[config.mk]
export PLATFORM = sky130hd
export DESIGN_NAME = code_protect_and_id_space
export DESIGN_NICKNAME = d
export VERILOG_FILES = /design/src/verilog/code_protect_pkg.sv /design/src/verilog/code_protect_and_id_space.sv
export SDC_FILE = /design/constraint.sdc
export NUM_CORES = 1
export LEC_CHECK = 0
export ABC_AREA = 1
export BUFFER_PORTS_ARGS = -buffer_cell sky130_fd_sc_hd__buf_2
export CAP_MARGIN = 0
export CORE_ASPECT_RATIO = 1.2
export CORE_MARGIN = 2
export CORE_UTILIZATION = 54
export CTS_CLUSTER_DIAMETER = 60
export DETAILED_ROUTE_END_ITERATION = 6
export PLACE_DENSITY = 0.86
export SLEW_MARGIN = 20
export SYNTH_ARGS = -nofsm -noshare
export SYNTH_HDL_FRONTEND = slang
export SYNTH_SLANG_ARGS = --single-unit
[constraint.sdc]
create_clock -name sys_clk -period 8.85 [get_ports sys_clk]
set_clock_uncertainty 0.2 [all_clocks]
set_input_delay 2.655 -clock sys_clk [delete_from_list [all_inputs] [get_ports sys_clk]]
set_output_delay 2.655 -clock sys_clk [all_outputs]
set_load 0.1 [all_outputs]
[src/verilog/code_protect_pkg.sv]
// Package for the code-protection and identification-space block.
// Assumes 14-bit program words and 16-bit word addresses.
package code_protect_pkg;
   localparam int          WORD_W          = 14;
   localparam int          ADDR_W          = 16;
   // Identification space addresses
   localparam logic [15:0] USER_ID_FIRST   = 16'h8000;
   localparam logic [15:0] USER_ID_LAST    = 16'h8003;
   localparam logic [15:0] REVISION_ADDR   = 16'h8005;
   localparam logic [15:0] DEVICE_ID_ADDR  = 16'h8006;
   localparam logic [15:0] CONFIG4_ADDR    = 16'h8007;
   localparam logic [15:0] PROT_CFG_ADDR   = 16'h800b;
   localparam logic [15:0] FACTORY_FIRST   = 16'h8100;
   localparam logic [15:0] FACTORY_LAST    = 16'h811f;
   localparam logic [15:0] TEMP_LOW_ADDR   = 16'h8113;
   localparam logic [15:0] TEMP_HIGH_ADDR  = 16'h8116;
   localparam logic [15:0] REF_FIRST_ADDR  = 16'h8118;
   localparam logic [15:0] ADC_REF4X_ADDR  = 16'h811a;
   localparam logic [15:0] CMP_REF4X_ADDR  = 16'h811d;
   localparam logic [15:0] REF_LAST_ADDR   = 16'h811d;
   // Code protection word layout
   localparam int          PROT_BIT        = 0;
   localparam logic [12:0] PROT_SPARE_ONES = 13'h1fff;
   // Write-protection bit positions in the memory configuration word
   localparam int          WP_STORE_BIT    = 11;
   localparam int          WP_CFG_BIT      = 9;
   localparam int          WP_BOOT_BIT     = 8;
   localparam int          WP_APP_BIT      = 7;
   localparam logic [13:0] CONFIG4_RESET   = 14'h3fff;
   // Revision word layout
   localparam logic [1:0]  REV_FIXED       = 2'h2;
   localparam int          REV_MAJOR_LSB   = 6;
   // Program memory region codes
   typedef enum logic [1:0] {
      REGION_APP  = 2'b00,
      REGION_STORE = 2'b01,
      REGION_BOOT = 2'b10,
      REGION_CFG  = 2'b11
   } region_t;
endpackage

[src/verilog/code_protect_and_id_space.sv]
// Access control for program flash and the identification / factory space.
// Assumes flash array and programming engine sit outside; this block gates
// requests and muxes read data. Single clock, synchronous reset.
//
// Contract
// - Code protection on: external program writes blocked, external program reads return zero.
// - Code protect bit is bit 0 of the fifth config word, active low.
// - Config word five bits 13 to 1 always read as ones.
// - CPU fetches and reads of program memory ignore code protection.
// - Self-writes are gated only by the addressed region's write protection.
// - Four independent write-protect bits: application, storage flash, boot, config.
// - Each region write-protect bit is active low.
// - A cleared write-protect bit stays cleared until reset or bulk erase.
// - Four user ID words at 8000h to 8003h.
// - User ID words are readable and writable during normal execution.
// - Read-only 14-bit device ID at 8006h, revision at 8005h.
// - Revision bits 13 and 12 read as fixed pattern 10.
// - Revision holds major in bits 11-6, minor in bits 5-0.
// - ID, revision and config words readable by software via NVM control.
// - External tools may read ID, revision and config words.
// - Factory area 8100h to 811Fh is read-only and never altered.
// - Factory area holds temperature readings at 8113h and 8116h.
// - Factory area holds six reference millivolt words at 8118h to 811Dh.
// - Low-voltage variants leave the two 4x reference words empty.
`timescale 1ns/100ps
module code_protect_and_id_space
   import code_protect_pkg::*;
#(
   // Arbitrary neutral identification values
   parameter logic [13:0] DEVICE_ID     = 14'h0123,
   parameter logic [5:0]  MAJOR_REV     = 6'h01,
   parameter logic [5:0]  MINOR_REV     = 6'h00,
   parameter logic        LOW_VOLTAGE   = 1'b0,
   parameter logic [13:0] TEMP_LOW_CAL  = 14'h0200,
   parameter logic [13:0] TEMP_HIGH_CAL = 14'h0180,
   parameter logic [13:0] ADC_REF_1X    = 14'h0400,
   parameter logic [13:0] ADC_REF_2X    = 14'h0800,
   parameter logic [13:0] ADC_REF_4X    = 14'h1000,
   parameter logic [13:0] CMP_REF_1X    = 14'h0400,
   parameter logic [13:0] CMP_REF_2X    = 14'h0800,
   parameter logic [13:0] CMP_REF_4X    = 14'h1000
) (
   input  wire logic        sys_clk,
   input  wire logic        resetn,
   // Bulk erase restores all protection bits
   input  wire logic        bulkErase,
   // CPU / NVM control register side
   input  wire logic        cpuReq,
   input  wire logic        cpuWrite,
   input  wire logic [15:0] cpuAddr,
   input  wire logic [13:0] cpuWdata,
   input  wire region_t     cpuRegion,
   output logic             cpuAck,
   output logic [13:0]      cpuRdata,
   // External programmer side
   input  wire logic        extReq,
   input  wire logic        extWrite,
   input  wire logic [15:0] extAddr,
   input  wire logic [13:0] extWdata,
   output logic             extAck,
   output logic [13:0]      extRdata,
   // Flash array interface
   input  wire logic [13:0] flashRdata,
   output logic             flashWrite,
   output logic [15:0]      flashAddr,
   output logic [13:0]      flashWdata,
   // Status
   output logic             writeRefused,
   output logic             protectActive
);

   // Configuration state
   logic [13:0] cfgMemory_q;
   logic        codeProtectN_q;
   logic [13:0] userId_q [0:3];

   // Address classification, shared by both requesters
   function automatic logic isUserId(input logic [15:0] a);
      return (a >= USER_ID_FIRST) && (a <= USER_ID_LAST);
   endfunction

   function automatic logic isIdSpace(input logic [15:0] a);
      return a[15];
   endfunction

   // ID-space read mux; unmapped ID-space words read as zero
   function automatic logic [13:0] idRead(input logic [15:0] a,
                                         input logic [13:0] cfg4,
                                         input logic        cpn,
                                         input logic [13:0] uid);
      logic [13:0] v;
      v = 14'h0000;
      if (isUserId(a)) begin
         v = uid;
      end else if (a == REVISION_ADDR) begin
         v = {REV_FIXED, MAJOR_REV, MINOR_REV};
      end else if (a == DEVICE_ID_ADDR) begin
         v = DEVICE_ID;
      end else if (a == CONFIG4_ADDR) begin
         v = cfg4;
      end else if (a == PROT_CFG_ADDR) begin
         v = {PROT_SPARE_ONES, cpn};
      end else if (a == TEMP_LOW_ADDR) begin
         v = TEMP_LOW_CAL;
      end else if (a == TEMP_HIGH_ADDR) begin
         v = TEMP_HIGH_CAL;
      end else if (a >= REF_FIRST_ADDR && a <= REF_LAST_ADDR) begin
         // 4x words are unpopulated on low-voltage parts
         case (a[2:0])
            3'h0: v = ADC_REF_1X;
            3'h1: v = ADC_REF_2X;
            3'h2: v = LOW_VOLTAGE ? 14'h0000 : ADC_REF_4X;
            3'h3: v = CMP_REF_1X;
            3'h4: v = CMP_REF_2X;
            3'h5: v = LOW_VOLTAGE ? 14'h0000 : CMP_REF_4X;
            default: v = 14'h0000;
         endcase
      end
      return v;
   endfunction

   // Region write-protect bit lookup, active low
   function automatic logic regionWritable(input region_t r, input logic [13:0] cfg4);
      case (r)
         REGION_APP:  return cfg4[WP_APP_BIT];
         REGION_STORE: return cfg4[WP_STORE_BIT];
         REGION_BOOT: return cfg4[WP_BOOT_BIT];
         REGION_CFG:  return cfg4[WP_CFG_BIT];
         default:     return 1'b0;
      endcase
   endfunction

   // Config words, the ID-space words in which a write can only clear bits
   function automatic logic isCfgWord(input logic [15:0] a);
      return (a == CONFIG4_ADDR) || (a == PROT_CFG_ADDR);
   endfunction

   // Read-only words of the identification space; writes there vanish
   function automatic logic isReadOnly(input logic [15:0] a);
      return isIdSpace(a) && !isUserId(a) && !isCfgWord(a);
   endfunction

   // Request gating and config update terms
   logic        cpuWriteOk;
   logic        extWriteOk;
   logic        extGrant;
   logic        cpuCfgWrite;
   logic        extCfgWrite;
   logic [15:0] cfgAddr;
   logic [13:0] cfgWdata;
   logic        cpuRefused;
   logic        extRefused;

   // CPU wins the shared port; the programmer waits for an idle cycle
   always_comb begin
      extGrant = extReq && !cpuReq;
   end

   // Write gating: CPU by region only, external by code protection only
   // Keeping the two apart lets a bootloader update itself on a locked part
   always_comb begin
      cpuWriteOk = cpuReq && cpuWrite && regionWritable(cpuRegion, cfgMemory_q);
      extWriteOk = extGrant && extWrite && codeProtectN_q;
   end

   // Config word update terms; the grant keeps the requesters exclusive
   always_comb begin
      cpuCfgWrite = cpuWriteOk && isCfgWord(cpuAddr);
      extCfgWrite = extWriteOk && isCfgWord(extAddr);
      cfgAddr     = cpuCfgWrite ? cpuAddr : extAddr;
      cfgWdata    = cpuCfgWrite ? cpuWdata : extWdata;
   end

   // Refusal terms; read-only words are dropped silently instead
   // A flag there would let software probe the factory map by writing
   always_comb begin
      cpuRefused = cpuReq && cpuWrite && !cpuWriteOk && !isReadOnly(cpuAddr);
      extRefused = extGrant && extWrite && !extWriteOk && !isReadOnly(extAddr);
   end

   // Memory config word: protection bits only clear until reset or bulk erase
   // Reset and erase both give all ones, every region writable
   always_ff @(posedge sys_clk) begin
      if (!resetn || bulkErase) begin
         cfgMemory_q <= CONFIG4_RESET;
      end else if ((cpuCfgWrite || extCfgWrite) && cfgAddr == CONFIG4_ADDR) begin
         cfgMemory_q <= cfgMemory_q & cfgWdata;
      end
   end

   // Code protect bit, sticky so a tool cannot unlock a protected part
   always_ff @(posedge sys_clk) begin
      if (!resetn || bulkErase) begin
         codeProtectN_q <= 1'b1;
      end else if ((cpuCfgWrite || extCfgWrite) && cfgAddr == PROT_CFG_ADDR) begin
         codeProtectN_q <= codeProtectN_q & cfgWdata[PROT_BIT];
      end
   end

   // User ID words, writable from CPU, or externally when unprotected
   // Reset value matches an erased word
   always_ff @(posedge sys_clk) begin
      if (!resetn) begin
         for (int i = 0; i < 4; i++) begin
            userId_q[i] <= 14'h3fff;
         end
      end else if (cpuWriteOk && isUserId(cpuAddr)) begin
         userId_q[cpuAddr[1:0]] <= cpuWdata;
      end else if (extWriteOk && isUserId(extAddr)) begin
         userId_q[extAddr[1:0]] <= extWdata;
      end
   end

   // CPU answer strobe, one cycle after each request
   always_ff @(posedge sys_clk) begin
      if (!resetn) begin
         cpuAck <= 1'b0;
      end else begin
         cpuAck <= cpuReq;
      end
   end

   // CPU read data, never blocked by code protection
   // Flash data is taken as is for the address of this cycle
   always_ff @(posedge sys_clk) begin
      if (!resetn) begin
         cpuRdata <= 14'h0000;
      end else if (isIdSpace(cpuAddr)) begin
         cpuRdata <= idRead(cpuAddr, cfgMemory_q, codeProtectN_q,
                            userId_q[cpuAddr[1:0]]);
      end else begin
         cpuRdata <= flashRdata;
      end
   end

   // Programmer answer strobe, granted requests only
   always_ff @(posedge sys_clk) begin
      if (!resetn) begin
         extAck <= 1'b0;
      end else begin
         extAck <= extGrant;
      end
   end

   // Programmer read data: program memory zeroed when protected
   // ID space stays visible so a tool can still identify a locked part
   always_ff @(posedge sys_clk) begin
      if (!resetn) begin
         extRdata <= 14'h0000;
      end else if (isIdSpace(extAddr)) begin
         extRdata <= idRead(extAddr, cfgMemory_q, codeProtectN_q,
                            userId_q[extAddr[1:0]]);
      end else if (!codeProtectN_q) begin
         extRdata <= 14'h0000;
      end else begin
         extRdata <= flashRdata;
      end
   end

   // Flash write strobe; ID space writes never reach the array
   always_ff @(posedge sys_clk) begin
      if (!resetn) begin
         flashWrite <= 1'b0;
      end else begin
         flashWrite <= (cpuWriteOk && !isIdSpace(cpuAddr))
                       || (extWriteOk && !isIdSpace(extAddr));
      end
   end

   // Flash address and data follow whichever requester has the port
   // They also move on reads; only the strobe qualifies them
   always_ff @(posedge sys_clk) begin
      if (!resetn) begin
         flashAddr  <= 16'h0000;
         flashWdata <= 14'h0000;
      end else begin
         flashAddr  <= cpuReq ? cpuAddr : extAddr;
         flashWdata <= cpuReq ? cpuWdata : extWdata;
      end
   end

   // One-cycle refusal pulse for blocked writes
   always_ff @(posedge sys_clk) begin
      if (!resetn) begin
         writeRefused <= 1'b0;
      end else begin
         writeRefused <= cpuRefused || extRefused;
      end
   end

   // Status level of code protection, one cycle behind the bit
   always_ff @(posedge sys_clk) begin
      if (!resetn) begin
         protectActive <= 1'b0;
      end else begin
         protectActive <= !codeProtectN_q;
      end
   end

endmodule

Yosys cells after proc, flatten, opt, wreduce, memory -nomap -nowiden
Memory sizes are Yosys's and may differ from the RTL's.
Cells that the tools add are included.
{"block": "totals", "mem_bits_rw": 56, "regBits": 78, "inputBits": 83, "mem_bits_ro": 0, "word_cells": 144, "memories": 1, "out_inout_bits": 63, "latch_bits": 0}
{"memory": "userId_q", "depth": 4, "word_bits": 14, "rd": 2, "rd_clocked_by_memory_dff": 0, "wr": 4, "line_no": "code_protect_and_id_space.sv:75", "text": "logic [13:0] userId_q [0:3];"}
{"block": "op_classes", "n_shift": 0, "n_lt_le_gt_ge": 8, "bitwise": 2, "div": 0, "eq_ne": 27, "n_mux": 40, "n_reduce_logical": 55, "n_addsub": 0, "n_mul": 0}
{"op": "14-bit two-way mux", "n": 17}
{"op": "16-bit == test (second input constant)", "n": 14}
{"op": "13-bit two-way mux", "n": 6}
{"op": "13-bit case mux with 3 select lines", "n": 2}
{"op": "16-bit greater-or-equal comparator (second input constant)", "n": 4}
{"op": "16-bit <= comparator (second input constant)", "n": 4}
{"op": "16-bit two-way mux", "n": 2}
{"op": "14-bit OR reduction", "n": 2}
{"op": "1-bit logical AND", "n": 25}
{"op": "14-bit AND", "n": 1}
{"op": "1-bit zero test", "n": 13}
{"op": "3-bit by 2-bit == test with 1-bit output (second input constant)", "n": 4}
{"op": "3-bit == test (second input constant)", "n": 4}
{"op": "2-bit OR reduction", "n": 6}
{"op": "1-bit two-way mux", "n": 10}
{"op": "3-bit by 1-bit == test with 1-bit output (second input constant)", "n": 2}
{"op": "3-bit zero test", "n": 2}
{"op": "1-bit logical OR", "n": 6}
{"op": "2-bit == test (second input constant)", "n": 2}
{"op": "2-bit two-way mux", "n": 2}
{"op": "1-bit case mux with 4 select lines", "n": 1}
{"op": "2-bit by 1-bit == test with 1-bit output (second input constant)", "n": 1}
{"op": "2-bit zero test", "n": 1}
{"op": "1-bit AND", "n": 1}

Depth between registers and ports, before layout
Gate-level depths: netlist of the first run.
{"block": "depth", "word_depth": 12, "depth_mapped": 16}

Worst setup path before layout of the first run
OpenSTA, ideal clock, no wires.
{"block": "synth_timing", "path_kind": "input-to-reg", "startpoint": "input port extAddr[3]", "endpoint": "memory userId_q[1][0] (enable)", "t_required_ns": 8.246, "path_slack_ns": 3.380, "cell_stages": 10, "arrival_ns": 4.865, "cell_sequence": "clkbuf_1 nor2_1 nand2_1 nor2_1 nand2_1 a21oi_1 nand3_1 o21ai_0 o21ai_0 o21ai_0"}
{"item": "start, declared", "line_no": "code_protect_and_id_space.sv:58", "text": "input wire logic [15:0] extAddr,"}
{"item": "end, declared", "line_no": "code_protect_and_id_space.sv:75"}

==> flow_summary.html, run 1 <==
<table>
<tr><th>Metric</th><th>Value</th></tr>
<tr><th colspan="2">Worst setup path</th></tr>
<tr><td>Reg2Reg Capture Point</td><td>userId_q[0][11]</td></tr>
<tr><td>Crit end category</td><td>register</td></tr>
<tr><td>Setup CP Type</td><td>in -&gt; reg</td></tr>
<tr><td>Slowest cell on the critical path</td><td>sky130_fd_sc_hd__nand2_1</td></tr>
<tr><td>Minimum setup slack among reg-to-reg paths</td><td>5.27 ns</td></tr>
<tr><td>Nature of the critical path startpoint</td><td>input port</td></tr>
<tr><td>Required time reported for the critical path endpoint</td><td>8.71 ns</td></tr>
<tr><td>Cell depth of the worst flop-to-flop path</td><td>11</td></tr>
<tr><td>Most used cell along the critical path</td><td>sky130_fd_sc_hd__nand2_1</td></tr>
<tr><td>Critical-path maximum fanout</td><td>40</td></tr>
<tr><td>Slowest cell delay on critical path</td><td>0.68 ns</td></tr>
<tr><td>RR Startpoint</td><td>cfgMemory_q[7]</td></tr>
<tr><td>Crit path arrival time</td><td>5.97 ns</td></tr>
<tr><td>Worst-path cell chain</td><td>buf_2 -&gt; clkinv_1 -&gt; nand3_1 -&gt; nor2_1 -&gt; nand3_2 -&gt; nor2_4 -&gt; nand2_1 -&gt; nand2_1 -&gt; nand2_1 -&gt; nand2_1</td></tr>
<tr><th colspan="2">Clock tree</th></tr>
<tr><td>Maximum buffer depth of the clock tree</td><td>2</td></tr>
<tr><td>Number of H-tree levels</td><td>4</td></tr>
<tr><td>Clk Tree Root Cell</td><td>sky130_fd_sc_hd__clkbuf_16</td></tr>
<tr><td>Post-CTS Hold Buffers</td><td>0</td></tr>
<tr><td>Clock tree from TritonCTS</td><td>built</td></tr>
<tr><td>Number of buffers inserted to repair setup after CTS</td><td>0</td></tr>
<tr><td>Clock Sink Count</td><td>134</td></tr>
<tr><td>Number of cells upsized or downsized after cts</td><td>0</td></tr>
<tr><td>Worst-Skew Late Latency</td><td>0.43 ns</td></tr>
<tr><td>Number of buffers inserted during clock tree synthesis</td><td>17</td></tr>
<tr><td>Clock-pin slew reported for the worst setup and hold paths after clock tree synthesis</td><td>around 0.060 ns</td></tr>
<tr><th colspan="2">Outcome</th></tr>
<tr><td>Violations in the final reports</td><td>DRC</td></tr>
<tr><td>Run status</td><td>finished with violations</td></tr>
<tr><th colspan="2">Floorplan</th></tr>
<tr><td>Total die area</td><td>roughly 14,000 sq um</td></tr>
<tr><td>Core region area</td><td>12,800 sq um</td></tr>
<tr><td>Die Y</td><td>~130 um</td></tr>
<tr><td>Effective utilization at floorplan</td><td>55.6%</td></tr>
<tr><td>Die Span X</td><td>109 um</td></tr>
<tr><td>Site Rows</td><td>45</td></tr>
<tr><td>I/O pin count</td><td>approximately 150</td></tr>
<tr><th colspan="2">Synthesis</th></tr>
<tr><td>Synthesized netlist cell count</td><td>928</td></tr>
<tr><td>Proportion of synthesized flip-flops having asynchronous set or reset</td><td>0%</td></tr>
<tr><td>Cell type with the largest total area after synthesis</td><td>sky130_fd_sc_hd__edfxtp_1</td></tr>
<tr><td>Summed instance area of the synthesized netlist</td><td>roughly 7100 sq um</td></tr>
<tr><td>Number of warnings printed during yosys synthesis</td><td>0</td></tr>
<tr><td>Synthesized area divided by synthesized cell count</td><td>7.66 sq um</td></tr>
<tr><td>Sequential fraction of the synthesis area</td><td>a little under half</td></tr>
<tr><td>Unique cell type count in the Yosys netlist</td><td>36</td></tr>
<tr><td>Prevailing post-synth register cell</td><td>sky130_fd_sc_hd__dfxtp_1</td></tr>
<tr><td>Flip-flop and latch count after synthesis</td><td>134</td></tr>
<tr><td>Portion of synthesized cell area occupied by the leading cell type</td><td>a little under a quarter</td></tr>
<tr><td>Cell with the most instances after synthesis</td><td>sky130_fd_sc_hd__nand2_1</td></tr>
<tr><td>Number of enable flip-flop cells after synthesis</td><td>56</td></tr>
<tr><td>Synthesized netlist net count</td><td>1,011</td></tr>
<tr><td>Ranking of synthesized cells by area</td><td>sky130_fd_sc_hd__edfxtp_1, sky130_fd_sc_hd__dfxtp_1, sky130_fd_sc_hd__nand2_1, sky130_fd_sc_hd__nand3_1, sky130_fd_sc_hd__inv_1</td></tr>
<tr><td>Leading cell types by count after synthesis</td><td>sky130_fd_sc_hd__nand2_1, sky130_fd_sc_hd__inv_1, sky130_fd_sc_hd__nand3_1</td></tr>
<tr><th colspan="2">Pwr</th></tr>
<tr><td>Sw frac</td><td>31.1%</td></tr>
<tr><td>Combinational fraction of design power</td><td>16.2%</td></tr>
<tr><td>Switching power of the nets</td><td>0.513 mW</td></tr>
<tr><td>Worst vdd ir</td><td>0.131 mV</td></tr>
<tr><td>Part of the power in the clock network</td><td>43.5%</td></tr>
<tr><td>Static Leak</td><td>just under 4 nW</td></tr>
<tr><td>Cell Int Power</td><td>1.14 mW</td></tr>
<tr><td>Share of power burned in registers</td><td>about two fifths</td></tr>
<tr><td>PD cells</td><td>195 nW/um^2</td></tr>
<tr><th colspan="2">Routing</th></tr>
<tr><td>Vias</td><td>~7,400</td></tr>
<tr><td>Drt pass-1 iters</td><td>7</td></tr>
<tr><td>Per-cell via count in the routed design</td><td>roughly 6</td></tr>
<tr><td>Aggregate routed wire length</td><td>22.5 mm</td></tr>
<tr><td>Wire per inst</td><td>18.3 um</td></tr>
<tr><td>Total DRC errors in the routed layout</td><td>15</td></tr>
<tr><td>Number of violations reported at the end of detailed-routing iteration 0</td><td>1,062</td></tr>
<tr><td>Antenna Violating Nets Remaining</td><td>0</td></tr>
<tr><th colspan="2">STA</th></tr>
<tr><td>Final Slew Violations</td><td>0</td></tr>
<tr><td>Final period demand of the worst path</td><td>just over 6 ns</td></tr>
<tr><td>Final Hold Fails</td><td>0</td></tr>
<tr><td>Final count of negative-setup-slack endpoints</td><td>0</td></tr>
<tr><td>Setup Total Neg Slack</td><td>0 ns</td></tr>
<tr><td>Setup repair after global routing missed its margin</td><td>false</td></tr>
<tr><td>Final Cycle Share</td><td>69.0%</td></tr>
<tr><td>Highest Clock Rate</td><td>164 MHz</td></tr>
<tr><td>Headroom to the max-slew limit</td><td>a little over a quarter</td></tr>
<tr><td>Smallest hold slack</td><td>0.273 ns</td></tr>
<tr><td>Transition time at the pin with the least slew margin</td><td>1.09 ns</td></tr>
<tr><th colspan="2">GRT</th></tr>
<tr><td>GRT overflow</td><td>0</td></tr>
<tr><td>Via count of the first global-routing pass</td><td>6,777</td></tr>
<tr><td>Overall fraction of global-route tracks in use</td><td>32.9%</td></tr>
<tr><td>Largest net degree at the start of global routing</td><td>68</td></tr>
<tr><td>Number of antenna violations at the first check in global routing</td><td>0</td></tr>
<tr><td>Global-route wire length before repair</td><td>around 35 mm</td></tr>
<tr><th colspan="2">Min path</th></tr>
<tr><td>Min-Delay Path Class</td><td>reg -&gt; reg</td></tr>
<tr><td>Count of cells along the worst hold path</td><td>2</td></tr>
<tr><td>Worst hold endpoint</td><td>cfgMemory_q[13]</td></tr>
<tr><td>Hold_sp</td><td>cfgMemory_q[13]</td></tr>
<tr><th colspan="2">Finish</th></tr>
<tr><td>Filler instances</td><td>1,033</td></tr>
<tr><td>Ant. Diodes</td><td>0</td></tr>
<tr><td>Layout Cell Area excl Fill</td><td>8460 sq um</td></tr>
<tr><td>Fraction of layout instances using a drive strength above 1</td><td>20.8%</td></tr>
<tr><td>Number of nets in the layout</td><td>1,135</td></tr>
<tr><td>Post-synthesis to final-layout area growth</td><td>19.1%</td></tr>
<tr><th colspan="2">Placement</th></tr>
<tr><td>Weighted congestion at the end of routability-driven global placement</td><td>0.984</td></tr>
<tr><td># port buffers</td><td>145</td></tr>
<tr><td>Sum of net half-perimeters after detailed placement</td><td>around 16 mm</td></tr>
<tr><td>Placed Instance Area</td><td>7860 sq um</td></tr>
<tr><th colspan="2">Flow run</th></tr>
<tr><td>Max-capacitance violation count</td><td>0</td></tr>
</table>
==> kinds of logic after synthesis <==
kind of cell | Yosys count | share of synthesized area (%)
simple gates | 406 | 25.9
flops | 134 | 45.6
buf+inv | 177 | 10.1
compound gates | 211 | 18.3
==> registers in the layout, indices dropped and copies added, names as in the netlist <==
signal / cells
flashWdata: 14
extRdata: 14
userId_q: 56
protectActive: 1
flashWrite: 1
writeRefused: 1
cpuAck: 1
flashAddr: 16
extAck: 1
codeProtectN_q: 1
cpuRdata: 14
cfgMemory_q: 14
==> metrics by stage <==
stage | std cells | power (mW) | setup slack (ns) | util, %
after floorplan | 928 | 0.875 | 3.38 | -
after global placement | 1197 | 0.938 | 2.33 | 61.5
after detailed placement | 1197 | 0.940 | 2.16 | 61.5
after CTS | 1229 | 1.65 | 2.58 | 66.2
after global routing | 1229 | 1.69 | 2.35 | 66.2
final | 1229 | 1.65 | 2.75 | 66.2
==> layout by cell type, fill, tap and decap left out, types with 19 or more instances in the layout <==
cell / instances
sky130_fd_sc_hd__nor2_1: 64
sky130_fd_sc_hd__inv_1: 123
sky130_fd_sc_hd__nand3_1: 96
sky130_fd_sc_hd__o221ai_1: 26
sky130_fd_sc_hd__o21ai_0: 74
sky130_fd_sc_hd__nand4_1: 19
sky130_fd_sc_hd__edfxtp_1: 56
sky130_fd_sc_hd__nand2_1: 195
sky130_fd_sc_hd__a21oi_1: 54
sky130_fd_sc_hd__dfxtp_1: 78
sky130_fd_sc_hd__a22oi_1: 30
sky130_fd_sc_hd__buf_2: 145
==> power by group through the flow <==
stage                     clock, mW  sequential, mW  combinational, mW
after floorplan                   0           0.793             0.0818
after global placement            0           0.677              0.261
after detailed placement          0           0.678              0.262
after CTS                     0.718           0.665              0.263
after global routing          0.743           0.666              0.283
final                         0.718           0.665              0.268
==> critical path, delay by kind of cell <==
kind	cells	cell delay, ns
AND/OR/NAND/NOR	8	2.48
buffers and inverters	2	0.81
==> metal layers <==
| metal | vias up | GRT usage, % | share of wire (%) |
|---|---|---|---|
| li1 | 3401 | - | - |
| met1 | 3321 | 39.7 | 35 |
| met2 | 559 | 54.3 | 47 |
| met3 | 115 | 7.19 | 11 |
| met4 | 0 | 18.5 | 6.4 |
| met5 | - | 0 | 0 |
==> how the worst max path moves through the flow <==
stage	start	end	slack (ns)	depth (start not counted)
3_5_place_dp	cpuReq	userId_q[0][1]	2.16	10
6_report	cpuReq	userId_q[0][11]	2.75	10
2_1_floorplan	extAddr[3]	userId_q[1][0]	3.38	10
4_1_cts	cpuReq	userId_q[0][13]	2.58	10
5_1_grt	cpuReq	userId_q[0][6]	2.35	10
3_3_place_gp	cpuReq	userId_q[0][1]	2.33	10
==> area by class of cell <==
class                   count  area [sq um]  share of cell area [%]
well taps                 164           205                    2.42
flip-flops and latches    134          3240                    38.3
inverters                 129           487                    5.75
repair buffers            153           786                    9.29
multi-input cells         617          3150                    37.2
clock buffers              17           425                    5.03
clock inverters            15           170                    2.01
No activity file was read; power rests on OpenSTA's default activity.
==> inputs of run 2 (changes only) <==
ABC_AREA = 0   (was 1)
CORE_UTILIZATION = 50   (was 54)
PLACE_DENSITY = 0.84   (was 0.86)
clock period = 5.31 ns   (was 8.85 ns; I/O delays follow)
==> flow_summary.html, run 2 <==
<table>
<tr><th>Metric</th><th>Value</th></tr>
<tr><th colspan="2">Outcome</th></tr>
<tr><td>Run status</td><td>finished with violations</td></tr>
<tr><td>Violations in the final reports</td><td>DRC</td></tr>
<tr><th colspan="2">Clock tree</th></tr>
<tr><td>Clock tree from TritonCTS</td><td>built</td></tr>
<tr><td>Number of H-tree levels</td><td>4</td></tr>
<tr><td>Maximum buffer depth of the clock tree</td><td>2</td></tr>
<tr><td>Number of cells upsized or downsized after cts</td><td>0</td></tr>
<tr><td>Post-CTS Hold Buffers</td><td>0</td></tr>
<tr><td>Worst-Skew Late Latency</td><td>approximately 0.42 ns</td></tr>
<tr><td>Number of buffers inserted to repair setup after CTS</td><td>0</td></tr>
<tr><td>Clock Sink Count</td><td>between 100 and 150</td></tr>
<tr><td>Clock-pin slew reported for the worst setup and hold paths after clock tree synthesis</td><td>0.06 ns</td></tr>
<tr><td>Number of buffers inserted during clock tree synthesis</td><td>17</td></tr>
<tr><td>Clk Tree Root Cell</td><td>sky130_fd_sc_hd__clkbuf_16</td></tr>
<tr><th colspan="2">Pwr</th></tr>
<tr><td>Sum of internal, switching and leakage power</td><td>approximately 2.8 mW</td></tr>
<tr><td>Static Leak</td><td>3.08 nW</td></tr>
<tr><td>Worst vdd ir</td><td>~0.24 mV</td></tr>
<tr><td>PD cells</td><td>333 nW/um^2</td></tr>
<tr><th colspan="2">Routing</th></tr>
<tr><td>Total DRC errors in the routed layout</td><td>2</td></tr>
<tr><td>Antenna Violating Nets Remaining</td><td>0</td></tr>
<tr><td>Drt pass-1 iters</td><td>7</td></tr>
<tr><td>Vias</td><td>6,311</td></tr>
<tr><td>Number of violations reported at the end of detailed-routing iteration 0</td><td>just under 1,000</td></tr>
<tr><td>Wire per inst</td><td>22.6 um</td></tr>
<tr><td>Per-cell via count in the routed design</td><td>around 6.4</td></tr>
<tr><td>Aggregate routed wire length</td><td>roughly 22 mm</td></tr>
<tr><th colspan="2">Finish</th></tr>
<tr><td>Number of nets in the layout</td><td>884</td></tr>
<tr><td>Number of flip-flops in the largest register</td><td>56</td></tr>
<tr><td>Fraction of layout instances using a drive strength above 1</td><td>31.3%</td></tr>
<tr><td>Most common library cell in the layout ignoring fill and taps</td><td>sky130_fd_sc_hd__buf_2</td></tr>
<tr><td>Register with the most flip-flops</td><td>userId_q</td></tr>
<tr><td>Filler instances</td><td>slightly above 1,000</td></tr>
<tr><td>Largest registers ranked by flip-flop count</td><td>userId_q x56, flashAddr x16</td></tr>
<tr><td>Most frequent cells in the layout</td><td>sky130_fd_sc_hd__buf_2, sky130_fd_sc_hd__dfxtp_1, sky130_fd_sc_hd__nor2_1, sky130_fd_sc_hd__edfxtp_1, sky130_fd_sc_hd__mux2i_1</td></tr>
<tr><td>Ant. Diodes</td><td>0</td></tr>
<tr><td>Post-layout instance count excluding filler cells</td><td>roughly 990</td></tr>
<tr><td>Post-synthesis to final-layout area growth</td><td>21.7%</td></tr>
<tr><th colspan="2">Synthesis</th></tr>
<tr><td>Synthesized netlist net count</td><td>751</td></tr>
<tr><td>Proportion of synthesized flip-flops having asynchronous set or reset</td><td>0%</td></tr>
<tr><td>Number of enable flip-flop cells after synthesis</td><td>56</td></tr>
<tr><td>Flip-flop and latch count after synthesis</td><td>between 100 and 150</td></tr>
<tr><td>Summed instance area of the synthesized netlist</td><td>6980 sq um</td></tr>
<tr><td>Unique cell type count in the Yosys netlist</td><td>63</td></tr>
<tr><td>Prevailing post-synth register cell</td><td>sky130_fd_sc_hd__dfxtp_1</td></tr>
<tr><td>Ranking of synthesized cells by area</td><td>sky130_fd_sc_hd__edfxtp_1, sky130_fd_sc_hd__dfxtp_1, sky130_fd_sc_hd__mux4_2, sky130_fd_sc_hd__mux2i_1, sky130_fd_sc_hd__nor2_1</td></tr>
<tr><td>Cell with the most instances after synthesis</td><td>sky130_fd_sc_hd__dfxtp_1</td></tr>
<tr><td>Synthesized netlist cell count</td><td>668</td></tr>
<tr><td>Synthesized area divided by synthesized cell count</td><td>~10 sq um</td></tr>
<tr><td>Portion of synthesized cell area occupied by the leading cell type</td><td>24.1%</td></tr>
<tr><td>Cell type with the largest total area after synthesis</td><td>sky130_fd_sc_hd__edfxtp_1</td></tr>
<tr><td>Number of warnings printed during yosys synthesis</td><td>0</td></tr>
<tr><td>Sequential fraction of the synthesis area</td><td>roughly 46%</td></tr>
<tr><td>Leading cell types by count after synthesis</td><td>sky130_fd_sc_hd__dfxtp_1, sky130_fd_sc_hd__nor2_1, sky130_fd_sc_hd__edfxtp_1</td></tr>
<tr><th colspan="2">Min path</th></tr>
<tr><td>Worst hold endpoint</td><td>cfgMemory_q[10]</td></tr>
<tr><td>Count of cells along the worst hold path</td><td>2</td></tr>
<tr><td>Hold_sp</td><td>cfgMemory_q[10]</td></tr>
<tr><td>Min-Delay Path Class</td><td>reg -&gt; reg</td></tr>
<tr><th colspan="2">Worst setup path</th></tr>
<tr><td>Worst-path cell chain</td><td>buf_2 -&gt; or4b_1 -&gt; or4_1 -&gt; buf_4 -&gt; nor4_2 -&gt; a21oi_1 -&gt; buf_4 -&gt; nand2_1 -&gt; buf_4</td></tr>
<tr><td>Crit-path leading delay family</td><td>simple AND/OR/NAND/NOR gates</td></tr>
<tr><td>Crit path arrival time</td><td>4.11 ns</td></tr>
<tr><td>RR Startpoint</td><td>cfgMemory_q[7]</td></tr>
<tr><td>Reg2Reg Capture Point</td><td>userId_q[2][11]</td></tr>
<tr><td>Slowest cell delay on critical path</td><td>0.58 ns</td></tr>
<tr><td>Buffers and inverters on the worst path</td><td>4</td></tr>
<tr><td>Critical-path maximum fanout</td><td>18</td></tr>
<tr><td>Nature of the critical path startpoint</td><td>input port</td></tr>
<tr><td>Slowest cell on the critical path</td><td>sky130_fd_sc_hd__or4b_1</td></tr>
<tr><td>Cell depth of the worst flop-to-flop path</td><td>7</td></tr>
<tr><td>Minimum setup slack among reg-to-reg paths</td><td>2.17 ns</td></tr>
<tr><td>Required time reported for the critical path endpoint</td><td>5.23 ns</td></tr>
<tr><td>Setup CP Type</td><td>in -&gt; reg</td></tr>
<tr><td>Crit end category</td><td>register</td></tr>
<tr><td>Most used cell along the critical path</td><td>sky130_fd_sc_hd__buf_4</td></tr>
<tr><th colspan="2">STA</th></tr>
<tr><td>Final Cycle Share</td><td>78.9%</td></tr>
<tr><td>Setup slack after layout</td><td>1.12 ns</td></tr>
<tr><td>Final count of negative-setup-slack endpoints</td><td>0</td></tr>
<tr><td>Setup Total Neg Slack</td><td>0 ns</td></tr>
<tr><td>Headroom to the max-slew limit</td><td>between 40 and 50%</td></tr>
<tr><td>Transition time at the pin with the least slew margin</td><td>0.822 ns</td></tr>
<tr><td>Final Hold Fails</td><td>0</td></tr>
<tr><td>Final period demand of the worst path</td><td>4.19 ns</td></tr>
<tr><td>Highest Clock Rate</td><td>about 240 MHz</td></tr>
<tr><td>Final Slew Violations</td><td>0</td></tr>
<tr><td>Setup repair after global routing missed its margin</td><td>false</td></tr>
<tr><th colspan="2">GRT</th></tr>
<tr><td>Number of antenna violations at the first check in global routing</td><td>0</td></tr>
<tr><td>Global-route wire length before repair</td><td>34.1 mm</td></tr>
<tr><td>Largest net degree at the start of global routing</td><td>55</td></tr>
<tr><td>Overall fraction of global-route tracks in use</td><td>29.8%</td></tr>
<tr><td>GRT overflow</td><td>0</td></tr>
<tr><td>Via count of the first global-routing pass</td><td>6,098</td></tr>
<tr><th colspan="2">Floorplan</th></tr>
<tr><td>Die Y</td><td>133 um</td></tr>
<tr><td>Site Rows</td><td>47</td></tr>
<tr><td>I/O pin count</td><td>between 100 and 150</td></tr>
<tr><td>Effective utilization at floorplan</td><td>51.0%</td></tr>
<tr><td>Die Span X</td><td>around 110 um</td></tr>
<tr><td>Total die area</td><td>14,900 sq um</td></tr>
<tr><td>Core region area</td><td>around 14,000 sq um</td></tr>
<tr><th colspan="2">Flow run</th></tr>
<tr><td>Max-capacitance violation count</td><td>0</td></tr>
<tr><th colspan="2">Placement</th></tr>
<tr><td>Sum of net half-perimeters after detailed placement</td><td>15.8 mm</td></tr>
<tr><td>Pre-CTS worst setup slack</td><td>about 0.81 ns</td></tr>
<tr><td>Weighted congestion at the end of routability-driven global placement</td><td>0.988</td></tr>
<tr><td>Placed cell count</td><td>953</td></tr>
<tr><td># port buffers</td><td>roughly 150</td></tr>
</table>
==> run 2: cell types whose count changed in the layout (fill, tap and decap cells not counted), moves of 23 or more <==
cell                       before  now
sky130_fd_sc_hd__mux2i_1        0   45
sky130_fd_sc_hd__o21ai_0       74   18
sky130_fd_sc_hd__nand3_1       96    9
sky130_fd_sc_hd__o221ai_1      26    0
sky130_fd_sc_hd__or2_1          0   23
sky130_fd_sc_hd__mux4_2         0   29
sky130_fd_sc_hd__inv_1        123    9
sky130_fd_sc_hd__nand2_1      195   32
==> run 2: worst reg2reg max path, delay by kind of cell (launching register included) <==
kind            cells  cell delay, ns
mux                 1            0.31
flops               1            0.52
buf+inv             2            0.50
simple gates        2            0.64
compound gates      2            0.61
==> run 2: area by class of cell <==
cell class                 instances  area [sq um]  area share (%)
clock inverter                    12           201            2.37
clock buffer                      20           437            5.14
sequential                       134          3240            38.2
inverter                          10          37.5           0.442
multi-input combinational        467          3440            40.5
tap                              171           214            2.52
timing repair buffer             171           921            10.8
==> run 2: power breakdown <==
| part | leakage (nW) | internal [mW] | switching [mW] |
|---|---|---|---|
| logic | 1.73 | 0.0999 | 0.342 |
| clock network | 0.306 | 0.834 | 0.447 |
| registers | 1.05 | 1.10 | 0.00746 |
==> run 2: how the worst max path moves through the flow <==
| stage | start | endpoint | slack (ns) | cells past startpoint |
|---|---|---|---|---|
| 2_1_floorplan | extAddr[3] | userId_q[1][0] | 1.11 | 8 |
| 3_3_place_gp | cpuAddr[3] | userId_q[2][4] | 0.86 | 6 |
| 3_5_place_dp | cpuAddr[3] | userId_q[2][7] | 0.81 | 6 |
| 4_1_cts | extAddr[15] | userId_q[0][0] | 1.20 | 9 |
| 5_1_grt | extAddr[15] | userId_q[0][0] | 1.04 | 9 |
| 6_report | extAddr[15] | userId_q[0][0] | 1.12 | 9 |
==> run 2: cells by family (layout without fill, tap and decap cells) <==
kind of cell    Yosys count  count (layout)  synth area share, %
flops                   134             134                 46.5
simple gates            250             250                 20.6
compound gates          141             141                 12.7
mux                      74              74                 15.8
xor+xnor                  2               2                0.251
buf+inv                  67             213                 4.21
==> run 2: per-layer routing <==
layer / up-vias / global-route usage (%) / share of wire, %
met2: 475 / 51.1 / 50
met1: 2959 / 34.4 / 35
met5: - / 0 / 0
met3: 98 / 6.10 / 9.3
met4: 0 / 17.8 / 6.3
li1: 2779 / - / -
==> run 2: metrics by stage <==
| step | instance area [sq um] | hold slack, ns | util (%) |
|---|---|---|---|
| after global placement | 7860 | 0.320 | 57.4 |
| after detailed placement | 7860 | 0.335 | 57.4 |
| final | 8500 | 0.355 | 62.0 |
| after CTS | 8500 | 0.345 | 62.0 |
| after floorplan | 6980 | 0.276 | - |
| after global routing | 8500 | 0.363 | 62.0 |
==> inputs of run 3 (changes only) <==
CORE_UTILIZATION = 54   (was 50)
PLACE_DENSITY = 0.86   (was 0.84)
clock period = 3.96 ns   (was 5.31 ns; I/O delays follow)
==> flow_summary.html, run 3 (synthesized netlist as in run 2, its figures left out) <==
<table>
<tr><th>Metric</th><th>Value</th></tr>
<tr><th colspan="2">Finish</th></tr>
<tr><td>Most frequent cells in the layout</td><td>sky130_fd_sc_hd__buf_2, sky130_fd_sc_hd__dfxtp_1, sky130_fd_sc_hd__nor2_1, sky130_fd_sc_hd__edfxtp_1, sky130_fd_sc_hd__buf_4</td></tr>
<tr><td>Largest registers ranked by flip-flop count</td><td>userId_q x56, flashAddr x16</td></tr>
<tr><td>Most common library cell in the layout ignoring fill and taps</td><td>sky130_fd_sc_hd__buf_2</td></tr>
<tr><td>Number of flip-flops in the largest register</td><td>56</td></tr>
<tr><td>Number of nets in the layout</td><td>around 900</td></tr>
<tr><td>Layout Cell Area excl Fill</td><td>around 8700 sq um</td></tr>
<tr><td>Post-layout instance count excluding filler cells</td><td>1,003</td></tr>
<tr><td>Ant. Diodes</td><td>0</td></tr>
<tr><td>Fraction of layout instances using a drive strength above 1</td><td>between 30% and 40%</td></tr>
<tr><td>Register with the most flip-flops</td><td>userId_q</td></tr>
<tr><td>Post-synthesis to final-layout area growth</td><td>24.8%</td></tr>
<tr><th colspan="2">Routing</th></tr>
<tr><td>Total DRC errors in the routed layout</td><td>0</td></tr>
<tr><td>Aggregate routed wire length</td><td>22.8 mm</td></tr>
<tr><td>Per-cell via count in the routed design</td><td>6.52</td></tr>
<tr><td>Drt pass-1 iters</td><td>6</td></tr>
<tr><td>Vias</td><td>around 6,500</td></tr>
<tr><td>Wire per inst</td><td>around 23 um</td></tr>
<tr><td>Number of violations reported at the end of detailed-routing iteration 0</td><td>~800</td></tr>
<tr><td>Antenna Violating Nets Remaining</td><td>0</td></tr>
<tr><th colspan="2">Floorplan</th></tr>
<tr><td>Effective utilization at floorplan</td><td>around 55%</td></tr>
<tr><td>I/O pin count</td><td>146</td></tr>
<tr><td>Die Span X</td><td>108 um</td></tr>
<tr><td>Die Y</td><td>129 um</td></tr>
<tr><td>Core region area</td><td>~13,000 sq um</td></tr>
<tr><td>Site Rows</td><td>45</td></tr>
<tr><td>Total die area</td><td>13,900 sq um</td></tr>
<tr><th colspan="2">GRT</th></tr>
<tr><td>Overall fraction of global-route tracks in use</td><td>approximately 34%</td></tr>
<tr><td>Largest net degree at the start of global routing</td><td>42</td></tr>
<tr><td>Via count of the first global-routing pass</td><td>6,320</td></tr>
<tr><td>Global-route wire length before repair</td><td>34.9 mm</td></tr>
<tr><td>GRT overflow</td><td>0</td></tr>
<tr><td>Number of antenna violations at the first check in global routing</td><td>0</td></tr>
<tr><th colspan="2">Placement</th></tr>
<tr><td>Placed Instance Area</td><td>slightly above 8000 sq um</td></tr>
<tr><td>Weighted congestion at the end of routability-driven global placement</td><td>1.08</td></tr>
<tr><td># port buffers</td><td>145</td></tr>
<tr><td>Placed cell count</td><td>between 900 and 1,000</td></tr>
<tr><td>Sum of net half-perimeters after detailed placement</td><td>15.9 mm</td></tr>
<tr><th colspan="2">Pwr</th></tr>
<tr><td>Share of power burned in registers</td><td>between 30% and 40%</td></tr>
<tr><td>Switching power of the nets</td><td>approximately 1.1 mW</td></tr>
<tr><td>Cell Int Power</td><td>2.70 mW</td></tr>
<tr><td>PD cells</td><td>~440 nW/um^2</td></tr>
<tr><td>Worst vdd ir</td><td>0.287 mV</td></tr>
<tr><td>Part of the power in the clock network</td><td>between 40% and 50%</td></tr>
<tr><td>Sw frac</td><td>~29%</td></tr>
<tr><td>Static Leak</td><td>3.21 nW</td></tr>
<tr><td>Combinational fraction of design power</td><td>16.0%</td></tr>
<tr><th colspan="2">STA</th></tr>
<tr><td>Final Slew Violations</td><td>0</td></tr>
<tr><td>Final Hold Fails</td><td>0</td></tr>
<tr><td>Setup Total Neg Slack</td><td>0 ns</td></tr>
<tr><td>Final period demand of the worst path</td><td>about 3.5 ns</td></tr>
<tr><td>Transition time at the pin with the least slew margin</td><td>about 0.9 ns</td></tr>
<tr><td>Smallest hold slack</td><td>0.358 ns</td></tr>
<tr><td>Highest Clock Rate</td><td>282 MHz</td></tr>
<tr><td>Final count of negative-setup-slack endpoints</td><td>0</td></tr>
<tr><td>Setup repair after global routing missed its margin</td><td>false</td></tr>
<tr><td>Headroom to the max-slew limit</td><td>40.5%</td></tr>
<tr><td>Final Cycle Share</td><td>89.6%</td></tr>
<tr><th colspan="2">Clock tree</th></tr>
<tr><td>Clock tree from TritonCTS</td><td>built</td></tr>
<tr><td>Post-CTS Hold Buffers</td><td>0</td></tr>
<tr><td>Number of buffers inserted during clock tree synthesis</td><td>17</td></tr>
<tr><td>Number of H-tree levels</td><td>4</td></tr>
<tr><td>Clk Tree Root Cell</td><td>sky130_fd_sc_hd__clkbuf_16</td></tr>
<tr><td>Worst-Skew Late Latency</td><td>0.43 ns</td></tr>
<tr><td>Clock Sink Count</td><td>134</td></tr>
<tr><td>Number of buffers inserted to repair setup after CTS</td><td>0</td></tr>
<tr><td>Number of cells upsized or downsized after cts</td><td>0</td></tr>
<tr><td>Clock-pin slew reported for the worst setup and hold paths after clock tree synthesis</td><td>0.06 ns</td></tr>
<tr><td>Maximum buffer depth of the clock tree</td><td>2</td></tr>
<tr><th colspan="2">Worst setup path</th></tr>
<tr><td>Endpoint of the most critical setup path</td><td>userId_q[3][0]</td></tr>
<tr><td>Crit path arrival time</td><td>3.41 ns</td></tr>
<tr><td>Critical path origin</td><td>extAddr[8]</td></tr>
<tr><td>Minimum setup slack among reg-to-reg paths</td><td>1.22 ns</td></tr>
<tr><td>Setup CP Type</td><td>in -&gt; reg</td></tr>
<tr><td>Required time reported for the critical path endpoint</td><td>3.82 ns</td></tr>
<tr><td>Crit end category</td><td>register</td></tr>
<tr><td>Critical-path maximum fanout</td><td>14</td></tr>
<tr><td>Nature of the critical path startpoint</td><td>input port</td></tr>
<tr><td>Cell depth of the worst flop-to-flop path</td><td>7</td></tr>
<tr><td>Reg2Reg Capture Point</td><td>userId_q[1][13]</td></tr>
<tr><td>RR Startpoint</td><td>cfgMemory_q[8]</td></tr>
<tr><th colspan="2">Outcome</th></tr>
<tr><td>Run status</td><td>completed</td></tr>
<tr><th colspan="2">Flow run</th></tr>
<tr><td>Max-capacitance violation count</td><td>0</td></tr>
<tr><th colspan="2">Min path</th></tr>
<tr><td>Min-Delay Path Class</td><td>reg -&gt; reg</td></tr>
</table>
==> run 3: changes by cell type in the layout (fill, tap and decap cells not counted), moves of 2 or more <==
cell / delta
sky130_fd_sc_hd__buf_4: +23
sky130_fd_sc_hd__bufinv_16: -3
sky130_fd_sc_hd__clkbuf_16: +3
sky130_fd_sc_hd__buf_12: +2
sky130_fd_sc_hd__clkbuf_1: -2
sky130_fd_sc_hd__clkbuf_8: +2
sky130_fd_sc_hd__clkinv_4: -2
sky130_fd_sc_hd__inv_4: +2
==> run 3: final cells by class <==
class / count / area [sq um]
Fill cell: 918 / 3960
Multi-Input combinational cell: 467 / 3450
Sequential cell: 134 / 3240
Timing Repair Buffer: 196 / 1130
Clock buffer: 24 / 537
Tap cell: 164 / 205
Clock inverter: 8 / 105
Inverter: 10 / 37.5
==> run 3: through the flow <==
stage          util (%)  total power [mW]  setup slack (ns)
5_1_grt            68.8              3.89             0.380
3_5_place_dp       63.7              2.11            0.0219
4_1_cts            68.8              3.79             0.427
3_3_place_gp       63.7              2.10             0.118
2_1_floorplan         -              1.95             0.168
6_report           68.8              3.80             0.411
==> run 3: critical path, stage by stage <==
cell and delay (ns):
sky130_fd_sc_hd__buf_2 0.11, sky130_fd_sc_hd__or4_4 0.54, sky130_fd_sc_hd__or4_1 0.56, sky130_fd_sc_hd__buf_4 0.20, sky130_fd_sc_hd__nor3_2 0.17, sky130_fd_sc_hd__a21o_1 0.11
sky130_fd_sc_hd__a21o_1 0.53
==> run 3: power by group through the flow <==
stage	Clock (mW)	Sequential, mW	Combinational (mW)
finish	1.71	1.48	0.609
global route	1.77	1.49	0.634
CTS	1.70	1.48	0.602
detailed placement	0	1.51	0.596
global placement	0	1.51	0.591
floorplan	0	1.77	0.175
==> run 3: how the worst min path moves through the flow <==
| stage | from | depth (start not counted) | endpoint | slack (ns) |
|---|---|---|---|---|
| final | cfgMemory_q[10] | 2 | cfgMemory_q[10] | 0.36 |
| after global routing | cfgMemory_q[1] | 2 | cfgMemory_q[1] | 0.36 |
| after CTS | cfgMemory_q[10] | 2 | cfgMemory_q[10] | 0.35 |
| after detailed placement | cfgMemory_q[10] | 2 | cfgMemory_q[10] | 0.33 |
| after global placement | cfgMemory_q[10] | 2 | cfgMemory_q[10] | 0.33 |
| after floorplan | cfgMemory_q[13] | 2 | cfgMemory_q[13] | 0.28 |
==> run 3: routing by layer <==
metal | GRT usage [%] | part of all wire [%] | vias up | routed length, um
met5 | 0 | 0 | - | 0
met4 | 23.3 | 8.2 | 0 | 1870
li1 | - | - | 2818 | -
met1 | 38.7 | 33 | 3068 | 7620
met3 | 9.02 | 11 | 142 | 2470
met2 | 55.2 | 48 | 515 | 10900
